[config.mk]
export PLATFORM = sky130hd
export DESIGN_NAME = fct_core
export DESIGN_NICKNAME = d
export VERILOG_FILES = /design/src/logic/fct_pkg.sv /design/src/logic/fct_core.sv
export VERILOG_INCLUDE_DIRS = /design/src /design/src/logic
export SDC_FILE = /design/constraint.sdc
export NUM_CORES = 1
export LEC_CHECK = 0
export BUFFER_PORTS_ARGS = -buffer_cell sky130_fd_sc_hd__clkbuf_2
export CORE_ASPECT_RATIO = 1.25
export CORE_MARGIN = 2
export CORE_UTILIZATION = 45
export CTS_BUF_LIST = sky130_fd_sc_hd__clkbuf_8
export CTS_CLUSTER_SIZE = 40
export DETAILED_ROUTE_END_ITERATION = 6
export GPL_ROUTABILITY_DRIVEN = 0
export PLACE_DENSITY = 0.67
export SYNTH_ARGS = -nofsm -noshare
export SYNTH_HDL_FRONTEND = slang
export SYNTH_SLANG_ARGS = --single-unit
[constraint.sdc]
create_clock -name pclk -period 5.18 [get_ports pclk]
set_input_delay 1.036 -clock pclk [delete_from_list [all_inputs] [get_ports pclk]]
set_output_delay 1.036 -clock pclk [all_outputs]
set_load 0.03 [all_outputs]
[src/logic/fct_params.svh]
// Constants for the fast-charge termination block
`ifndef FCT_PARAMS_SVH
`define FCT_PARAMS_SVH
// Register byte offsets
`define FCT_CTRL_OFS     12'h000
`define FCT_SLOT_OFS     12'h004
`define FCT_PULSE_OFS    12'h008
`define FCT_STATUS_OFS   12'h00c
`define FCT_PEAK_OFS     12'h010
`define FCT_TIMER_OFS    12'h014
// Control fields
`define FCT_CTRL_EN_BIT  0
// Reset values
`define FCT_SLOT_RST     32'h0000_1000
`define FCT_PULSE_RST    32'h0000_0400
// Timer geometry: one max_charge_time is this many sample slots
`define FCT_SLOTS_PER_MTO 128
`define FCT_HOLDOFF_DIV   32
// Peak drop threshold in millivolts and ADC step in microvolts
`define FCT_DROP_MV       3.8
`define FCT_LSB_UV        1000.0
// Clock and timing
`define FCT_CLK_MHZ       125
`define FCT_TRICKLE_PER_S 1.0
`define FCT_QUIET_NS      400
`define FCT_MEASURE_NS    2000
`define FCT_NS_TO_CYC(ns) ((((ns) * `FCT_CLK_MHZ) + 999) / 1000)
`endif

[src/logic/fct_pkg.sv]
// Types shared by the fast-charge termination block
package fct_pkg;
  // Charge states, one-hot
  typedef enum logic [8:0] {
    FCT_IDLE    = 9'h001,
    FCT_COND    = 9'h002,
    FCT_FAST_CC = 9'h004,
    FCT_FAST_CV = 9'h008,
    FCT_MEASURE = 9'h010,
    FCT_TOPOFF  = 9'h020,
    FCT_TRICKLE = 9'h040,
    FCT_SUSPEND = 9'h080,
    FCT_DONE    = 9'h100
  } fct_state_t;

  // Comparator levels from the analog front end
  typedef struct packed {
    logic above_cold;    // thermistor_input above cold_limit_level
    logic above_warm;    // thermistor_input above warm_limit_level
    logic below_cutoff;  // thermistor_input below cutoff_temp_level
    logic at_max_cell;   // battery_sense_input at max_cell_level
    logic current_taper; // charge current at or below 14 % of maximum
    logic cap_large;     // timer_capacitor large enough for top-off
  } fct_cmp_t;
endpackage

[src/logic/fct_core.sv]
// Fast-charge termination controller with APB register access
`timescale 1ns/1ps
`default_nettype none
`include "fct_params.svh"

module fct_core
  import fct_pkg::*;
#(
  parameter int unsigned ADC_W      = 12,                                    // ADC sample width
  parameter int unsigned SEC_CYC    = `FCT_CLK_MHZ * 1000000,               // Cycles in one second
  parameter int unsigned DROP_LSB   = int'($ceil(`FCT_DROP_MV * 1000.0 / `FCT_LSB_UV)) // Drop in LSB
) (
  input  wire logic             pclk,          // System clock
  input  wire logic             presetn,       // Async reset, active low
  input  wire logic             psel,          // APB select
  input  wire logic             penable,       // APB enable
  input  wire logic             pwrite,        // APB direction
  input  wire logic [11:0]      paddr,         // APB byte address
  input  wire logic [31:0]      pwdata,        // APB write data
  output logic      [31:0]      prdata,        // APB read data
  output logic                  pready,        // APB ready
  output logic                  pslverr,       // APB error
  input  wire fct_cmp_t         cmp,           // Comparator levels
  input  wire logic [ADC_W-1:0] adc_data,      // Sampled battery_sense_input
  input  wire logic             adc_valid,     // ADC result strobe
  output logic                  adc_start,     // ADC conversion request
  output logic                  switch_modulation_output, // Power switch drive
  output logic                  timer_program_low,        // Pull timer_program_input low
  output logic                  status_led_n,  // Status indicator, active low
  output logic                  cap_measure    // Measure timer_capacitor
);

  localparam int unsigned QUIET_CYC = `FCT_NS_TO_CYC(`FCT_QUIET_NS);   // Quiet time before sample
  localparam int unsigned MEAS_CYC  = `FCT_NS_TO_CYC(`FCT_MEASURE_NS); // Capacitor measure time
  localparam int unsigned PER_CYC   = int'(`FCT_TRICKLE_PER_S * SEC_CYC); // Trickle period
  localparam logic [8:0]  MTO_SLOTS = 9'(`FCT_SLOTS_PER_MTO);           // Slots in one timer span
  localparam logic [8:0]  HOLD_SLOTS = 9'(`FCT_SLOTS_PER_MTO / `FCT_HOLDOFF_DIV); // Hold-off slots

  ////////////////////////////////////////////////////////////////////////
  // Registers and state
  ////////////////////////////////////////////////////////////////////////
  logic             enable;      // Charging enabled by software
  logic [31:0]      slot_len;    // Cycles per timer slot
  logic [31:0]      pulse_len;   // Trickle pulse width in cycles
  fct_state_t       state;       // Charge state
  fct_state_t       resume_st;   // Fast phase to resume after cold
  logic             lithium;     // Pack classified as lithium
  logic             peak_seen;   // Peak drop detected
  logic [31:0]      slot_cnt;    // Time-base counter
  logic             slot_tick;   // One pulse per slot
  logic [8:0]       remain;      // Remaining timer slots
  logic [8:0]       elapsed;     // Slots since fast charge began
  logic [ADC_W-1:0] peak_max;    // Highest sample so far
  logic [31:0]      sec_cnt;     // One-second counter
  logic [31:0]      quiet_cnt;   // Quiet window counter
  logic             sampling;    // Sample sequence active
  logic             adc_wait;    // Waiting for ADC result
  logic [31:0]      meas_cnt;    // Measurement cycle count
  logic             meas_done;   // Measurement window over

  // Timer runs in fast charge and top-off
  function automatic logic timer_run(input fct_state_t s);
    return (s == FCT_FAST_CC) || (s == FCT_FAST_CV) || (s == FCT_TOPOFF);
  endfunction

  // True in either fast-charge phase
  function automatic logic in_fast(input fct_state_t s);
    return (s == FCT_FAST_CC) || (s == FCT_FAST_CV);
  endfunction

  ////////////////////////////////////////////////////////////////////////
  // APB slave
  ////////////////////////////////////////////////////////////////////////
  logic setup_ph;     // Setup cycle of a transfer
  logic access_wr;    // Write completing this cycle
  logic mapped;       // Address hits a register
  assign setup_ph  = psel && !penable;
  assign access_wr = psel && penable && pwrite && pready;
  assign mapped    = (paddr == `FCT_CTRL_OFS) || (paddr == `FCT_SLOT_OFS) ||
                     (paddr == `FCT_PULSE_OFS) || (paddr == `FCT_STATUS_OFS) ||
                     (paddr == `FCT_PEAK_OFS) || (paddr == `FCT_TIMER_OFS);

  // Ready always high once out of reset; zero wait states
  always_ff @(posedge pclk or negedge presetn) begin
    if (!presetn) begin
      pready <= 1'b0;
    end else begin
      pready <= 1'b1;
    end
  end

  // Read data and error captured in the setup cycle
  always_ff @(posedge pclk or negedge presetn) begin
    if (!presetn) begin
      prdata  <= 32'h0000_0000;
      pslverr <= 1'b0;
    end else if (setup_ph) begin
      pslverr <= !mapped;
      prdata  <= 32'h0000_0000;
      if (!pwrite) begin
        unique case (paddr)
          `FCT_CTRL_OFS:   prdata <= {31'h0000_0000, enable};
          `FCT_SLOT_OFS:   prdata <= slot_len;
          `FCT_PULSE_OFS:  prdata <= pulse_len;
          `FCT_STATUS_OFS: prdata <= {20'h00000, (elapsed < HOLD_SLOTS), peak_seen, lithium, state};
          `FCT_PEAK_OFS:   prdata <= 32'(peak_max);
          `FCT_TIMER_OFS:  prdata <= {23'h000000, remain};
          default:         prdata <= 32'h0000_0000;
        endcase
      end
    end
  end

  // Writable registers; slot length sets max_charge_time = 128 slots
  always_ff @(posedge pclk or negedge presetn) begin
    if (!presetn) begin
      enable    <= 1'b0;
      slot_len  <= `FCT_SLOT_RST;
      pulse_len <= `FCT_PULSE_RST;
    end else if (access_wr && !pslverr) begin
      unique case (paddr)
        `FCT_CTRL_OFS:  enable    <= pwdata[`FCT_CTRL_EN_BIT];
        `FCT_SLOT_OFS:  slot_len  <= pwdata;
        `FCT_PULSE_OFS: pulse_len <= pwdata;
        default:        enable    <= enable;
      endcase
    end
  end

  ////////////////////////////////////////////////////////////////////////
  // Time base
  ////////////////////////////////////////////////////////////////////////
  // Single slot counter paces timer, hold-off and sampling
  always_ff @(posedge pclk or negedge presetn) begin
    if (!presetn) begin
      slot_cnt  <= 32'h0000_0000;
      slot_tick <= 1'b0;
    end else if (state == FCT_IDLE) begin
      slot_cnt  <= 32'h0000_0000;                           // Each charge starts on a slot edge
      slot_tick <= 1'b0;
    end else if (!timer_run(state)) begin
      slot_tick <= 1'b0;                                    // Paused, count held
    end else if (slot_cnt + 32'h0000_0001 >= slot_len) begin
      slot_cnt  <= 32'h0000_0000;
      slot_tick <= 1'b1;
    end else begin
      slot_cnt  <= slot_cnt + 32'h0000_0001;
      slot_tick <= 1'b0;
    end
  end

  // One-second period for pulses and flashing
  always_ff @(posedge pclk or negedge presetn) begin
    if (!presetn) begin
      sec_cnt <= 32'h0000_0000;
    end else if (sec_cnt >= 32'(PER_CYC - 1)) begin
      sec_cnt <= 32'h0000_0000;
    end else begin
      sec_cnt <= sec_cnt + 32'h0000_0001;
    end
  end

  ////////////////////////////////////////////////////////////////////////
  // Charge timer
  ////////////////////////////////////////////////////////////////////////
  always_ff @(posedge pclk or negedge presetn) begin
    if (!presetn) begin
      remain  <= 9'h000;
      elapsed <= 9'h000;
    end else if (state == FCT_IDLE) begin
      remain  <= MTO_SLOTS;
      elapsed <= 9'h000;
    end else if (state == FCT_FAST_CC && cmp.at_max_cell && !cmp.below_cutoff && !cmp.above_cold) begin
      remain  <= remain + MTO_SLOTS;                        // Extra span for CV
    end else if (state == FCT_MEASURE) begin
      remain  <= MTO_SLOTS;                                 // Fresh span for top-off
    end else if (slot_tick && remain != 9'h000) begin
      remain  <= remain - 9'h001;
      if (elapsed != MTO_SLOTS) begin
        elapsed <= elapsed + 9'h001;
      end
    end
  end

  ////////////////////////////////////////////////////////////////////////
  // Peak-drop sampling
  ////////////////////////////////////////////////////////////////////////
  // Quiet, convert, compare once per slot in CC only
  always_ff @(posedge pclk or negedge presetn) begin
    if (!presetn) begin
      sampling  <= 1'b0;
      adc_wait  <= 1'b0;
      adc_start <= 1'b0;
      quiet_cnt <= 32'h0000_0000;
      peak_max  <= '0;
      peak_seen <= 1'b0;
    end else begin
      adc_start <= 1'b0;
      if (state == FCT_IDLE) begin
        peak_max  <= '0;
        peak_seen <= 1'b0;
        sampling  <= 1'b0;
        adc_wait  <= 1'b0;
      end else if (state != FCT_FAST_CC || lithium) begin
        sampling  <= 1'b0;                                  // Off after lithium found
        adc_wait  <= 1'b0;
      end else if (slot_tick && !sampling && remain != 9'h001) begin // No sample on the expiring tick
        sampling  <= 1'b1;                                  // Begin quiet phase
        quiet_cnt <= 32'h0000_0000;
      end else if (sampling && !adc_wait) begin
        if (quiet_cnt >= 32'(QUIET_CYC - 1)) begin
          adc_start <= 1'b1;
          adc_wait  <= 1'b1;
        end else begin
          quiet_cnt <= quiet_cnt + 32'h0000_0001;
        end
      end else if (adc_wait && adc_valid) begin
        sampling <= 1'b0;
        adc_wait <= 1'b0;
        if (adc_data > peak_max) begin
          peak_max <= adc_data;
        end else if (elapsed >= HOLD_SLOTS &&                 // Held off early on
                     (peak_max - adc_data) >= ADC_W'(DROP_LSB)) begin
          peak_seen <= 1'b1;
        end
      end
    end
  end

  ////////////////////////////////////////////////////////////////////////
  // Charge state machine
  ////////////////////////////////////////////////////////////////////////
  always_ff @(posedge pclk or negedge presetn) begin
    if (!presetn) begin
      state     <= FCT_IDLE;
      resume_st <= FCT_FAST_CC;
      lithium   <= 1'b0;
    end else if (!enable) begin
      state   <= FCT_IDLE;
      lithium <= 1'b0;
    end else begin
      unique case (state)
        FCT_IDLE: begin
          state <= FCT_FAST_CC;
        end
        FCT_FAST_CC, FCT_FAST_CV: begin
          // Warm comparator not consulted here
          if (cmp.below_cutoff) begin
            state <= FCT_SUSPEND;                           // Over-temperature end
          end else if (cmp.above_cold) begin
            resume_st <= state;
            state     <= FCT_COND;                          // Pause and condition
          end else if (state == FCT_FAST_CC && cmp.at_max_cell) begin
            lithium <= 1'b1;                                // Lithium, go to CV
            state   <= FCT_FAST_CV;
          end else if (state == FCT_FAST_CC && (remain == 9'h000 || peak_seen)) begin
            state <= FCT_MEASURE;                           // Nickel end, expiry too
          end else if (state == FCT_FAST_CV && (cmp.current_taper || remain == 9'h000)) begin
            state <= FCT_DONE;                              // Taper ends lithium charge
          end
        end
        FCT_COND: begin
          if (cmp.below_cutoff) begin
            state <= FCT_SUSPEND;
          end else if (!cmp.above_cold) begin
            state <= resume_st;                             // Timer continues
          end
        end
        FCT_MEASURE: begin
          if (meas_done) begin
            state <= cmp.cap_large ? FCT_TOPOFF : FCT_TRICKLE; // Choose stage
          end
        end
        FCT_TOPOFF: begin
          if (cmp.at_max_cell) begin
            state <= FCT_DONE;
          end else if (remain == 9'h000 || cmp.below_cutoff) begin
            state <= cmp.below_cutoff ? FCT_SUSPEND : FCT_TRICKLE;
          end
        end
        FCT_TRICKLE: begin
          if (cmp.at_max_cell) begin
            state <= FCT_DONE;
          end
        end
        FCT_SUSPEND: begin
          if (cmp.above_warm) begin
            state <= lithium ? FCT_DONE : FCT_TRICKLE;      // Resume as trickle, or done if lithium
          end
        end
        FCT_DONE: begin
          state <= FCT_DONE;
        end
        default: begin
          state <= FCT_IDLE;
        end
      endcase
    end
  end

  // Capacitor measurement window after nickel fast charge
  assign meas_done = (meas_cnt >= 32'(MEAS_CYC - 1));

  always_ff @(posedge pclk or negedge presetn) begin
    if (!presetn) begin
      meas_cnt    <= 32'h0000_0000;
      cap_measure <= 1'b0;
    end else if (state == FCT_MEASURE && !meas_done) begin
      meas_cnt    <= meas_cnt + 32'h0000_0001;
      cap_measure <= 1'b1;                                  // Measure timer_capacitor
    end else begin
      meas_cnt    <= (state == FCT_MEASURE) ? meas_cnt : 32'h0000_0000;
      cap_measure <= 1'b0;
    end
  end

  ////////////////////////////////////////////////////////////////////////
  // Pin drives
  ////////////////////////////////////////////////////////////////////////
  // Switch modulation: regulation, pulsed trickle, quiet during sampling
  always_ff @(posedge pclk or negedge presetn) begin
    if (!presetn) begin
      switch_modulation_output <= 1'b0;
      timer_program_low        <= 1'b0;
    end else begin
      timer_program_low <= sampling;                        // Timer pin low to sample
      if (sampling) begin
        switch_modulation_output <= 1'b0;                   // Quiet before sample
      end else if (cmp.at_max_cell && state != FCT_FAST_CV) begin
        switch_modulation_output <= 1'b0;                   // Never above max_cell_level
      end else if (in_fast(state)) begin
        switch_modulation_output <= !cmp.at_max_cell;       // Hold at max_cell_level
      end else if (state == FCT_COND || state == FCT_TRICKLE || state == FCT_TOPOFF) begin
        switch_modulation_output <= (sec_cnt < pulse_len);  // One pulse per second
      end else begin
        switch_modulation_output <= 1'b0;
      end
    end
  end

  // Status indicator, active low
  always_ff @(posedge pclk or negedge presetn) begin
    if (!presetn) begin
      status_led_n <= 1'b1;
    end else if (in_fast(state)) begin
      status_led_n <= 1'b0;                                 // Lit in fast charge
    end else if (state == FCT_COND) begin
      status_led_n <= (sec_cnt >= 32'(PER_CYC / 2));       // 1 Hz flash
    end else begin
      status_led_n <= 1'b1;                                 // Off when suspended
    end
  end

endmodule

`default_nettype wire

==> impl_metrics.toml <==
[run_status]
status = "finished clean"

[critical_path]
rrSetupSlack_ns = 0.74
reg2regPathDepth = 11
start_kind = "flip-flop"
max_stage_delay_ns = 0.82
worstReg2RegStart = "slot_cnt[9]"
cpMaxStageDelayCell = "o211ai_1"
r2r-end = "slot_cnt[28]"
worstSetupPathDepth = 11
critPathArrivalTime_ns = 4.87
path_delay_family = "simple AND/OR/NAND/NOR gates"
path_class = "reg2reg"
cp-startpoint = "slot_cnt[9]"
crit_chain = "nand4_1 > or4_1 > or2_2 > o21a_1 > or2_2 > ha_1 > nand4_1 > nor2_1 > nand3_1 > o211ai_1 > o21ai_0"
crit_end = "slot_cnt[28]"
cp-end-kind = "flip-flop"
path_max_fanout = 11
cp.buffers_inverters = 0
cp.required_ns = 5.60

[grt]
grt_pass1_wl_um = 63700
grt_max_degree = 117
antenna_found_initial = 1
grt_pass1_vias = 12500
grt-ovfl-total = 0
grt_usage = 0.221

[drt]
drtPass1Iterations = 5
ant_nets = 0
wirelength_um = 39300
vias = 12600
drt_iter0_drc = 843
wl_per_cell_um = 17.8
drc = 0
via_per_inst = 5.68

[timing]
post-route-period-util = 0.857
setup_viol = 0
rsz0062_at_grt = "false"
setup-tns-final_ns = 0
max_freq_ghz = 0.225
min_period_ns = 4.44
slew_viol_final = 0
hold_viol_final = 0
fin_ws_ns = 0.738
skew_ns = 0.0365
slew_headroom = 0.210
worstMarginPinSlew_ns = 1.17

[die]
die_y_um = 212
die_w_um = 170
pin_count = 107
rows = 76
dieArea_um2 = 36100
initial_core_util = 0.454
core_um2 = 34200

[flow_run]
drv_cap = 0

[clock_tree]
cts_htree_levels = 2
clkLatencyLatePin_ns = 0.59
cts.sinks = 285
post_cts_buffers = 0
numCtsBuffers = 48
cts.root.buffer_cell = "clkbuf_8"
cts.clk_slew.worst_paths_ns = 0.06
cts_tree = "yes"
clockBufferDepth = 3
ctsResizeCount = 0
hold_buffers = 0

[layout]
final_util = 0.512
area_delta_synth_final_pct = 12.8
drive_gt1_frac = 0.149
nets = 1907
antennaDiodeCount = 0

[logic_synthesis]
netlist_instances = 1639
ys.flop_type = "dfrtp_1"
yosysUniqueCellTypes = 81
ys_ff_latch = 285
synth.area.top_cells = "dfrtp_1 45%, ha_1 7.1%, nand2_1 4.2%"
netlist_area_um2 = 15500
syn_avg_cell_area_um2 = 9.49
synthTopCellsByCount = "280 x dfrtp_1, 173 x nand2_1, 145 x nor2_1"
synth_edf_count = 0
yosysSeqAreaShare = 0.459
synth-async-reset-ratio = 1.00
ys_warn_count = 0
synth_most_common_cell = "dfrtp_1"
yosysTopAreaCell = "dfrtp_1"
synth_top_area_frac = 0.451

[place]
hpwl_um = 28700
port_buffers = 106
dp_slack_ns = 0.814

[pwr]
vdd_ir_drop_max_uv = 168
power_density_nw_per_um2 = 323
power_leakage_nw = 8.60

[hold_path]
worstHoldPathType = "in2async"
==> logic make-up after synthesis <==
logic type,synth area share
xor gates and xnor gates,0.0394
muxes,0.0480
AOI/OAI and AO/OA,0.141
DFF,0.459
adders and majority gates,0.0721
buffers and inverters,0.0478
other,0.000483
and+or+nand+nor,0.192
==> per-layer routing <==
| metal | wire (um) | global-route usage | vias to the layer above |
|---|---|---|---|
| li1 | - | - | 5993 |
| met1 | 16800 | 0.280 | 6164 |
| met2 | 19500 | 0.381 | 343 |
| met3 | 1910 | 0.0365 | 81 |
| met4 | 1090 | 0.0772 | 0 |
| met5 | 0 | 0 | - |
==> layout make-up <==
cell class | instances | area, um2
clock buffer | 66 | 908
clock inverter | 20 | 118
fill | 3186 | 16700
inverter | 122 | 458
multi-input combinational | 1169 | 7690
sequential | 285 | 7140
tap | 429 | 537
timing repair buffer | 124 | 688
==> stage by stage <==
stage | instance area [um2] | std cells | power (mW) | hold WS, ns
floorplan | 15600 | 1643 | 3.23 | 0.400
global placement | 16500 | 2129 | 3.55 | 0.464
detailed placement | 16500 | 2129 | 3.58 | 0.471
CTS | 17500 | 2215 | 5.70 | 0.454
global route | 17500 | 2215 | 5.94 | 0.486
finish | 17500 | 2215 | 5.66 | 0.429
==> cell usage in the layout (no fill, tap or decap), drive strengths merged, types with 16 or more instances in the layout <==
cell	n
a21o	20
a21oi	49
a22oi	30
a31oi	19
and2	53
and3	23
buf	19
clkbuf	171
dfrtp	280
ha	88
inv	132
mux2	37
mux2i	33
nand2	173
nand3	42
nand4	27
nor2	145
nor3	30
nor4	29
o21ai	107
or2	16
xnor2	42
xor2	28
==> power breakdown <==
group	leakage, nW	internal, mW	switching [mW]
Sequential	3.76	2.32	0.139
Clock	0.570	1.18	0.921
Combinational	4.27	0.396	0.697
==> state kept, by name, summed over array words and instances, names as in the netlist, 9 cells and up <==
| name | count |
|---|---|
| slot_len | 32 |
| pulse_len | 32 |
| state | 9 |
| peak_max | 12 |
| prdata | 32 |
| slot_cnt | 32 |
| quiet_cnt | 32 |
| remain | 9 |
| elapsed | 9 |
| resume_st | 9 |
| sec_cnt | 32 |
| meas_cnt | 32 |
==> worst min-delay path by stage <==
stage                          start                 to  slack [ns]  depth (start not counted)
after detailed placement  prdata[24]         prdata[24]        0.47                          2
after CTS                    presetn         elapsed[4]        0.45                          1
after floorplan             sampling  timer_program_low        0.40                          0
final                        presetn         elapsed[4]        0.43                          1
after global placement    prdata[17]         prdata[17]        0.46                          2
after global routing         presetn         elapsed[4]        0.49                          1
No activity file was read; power rests on OpenSTA's default activity.
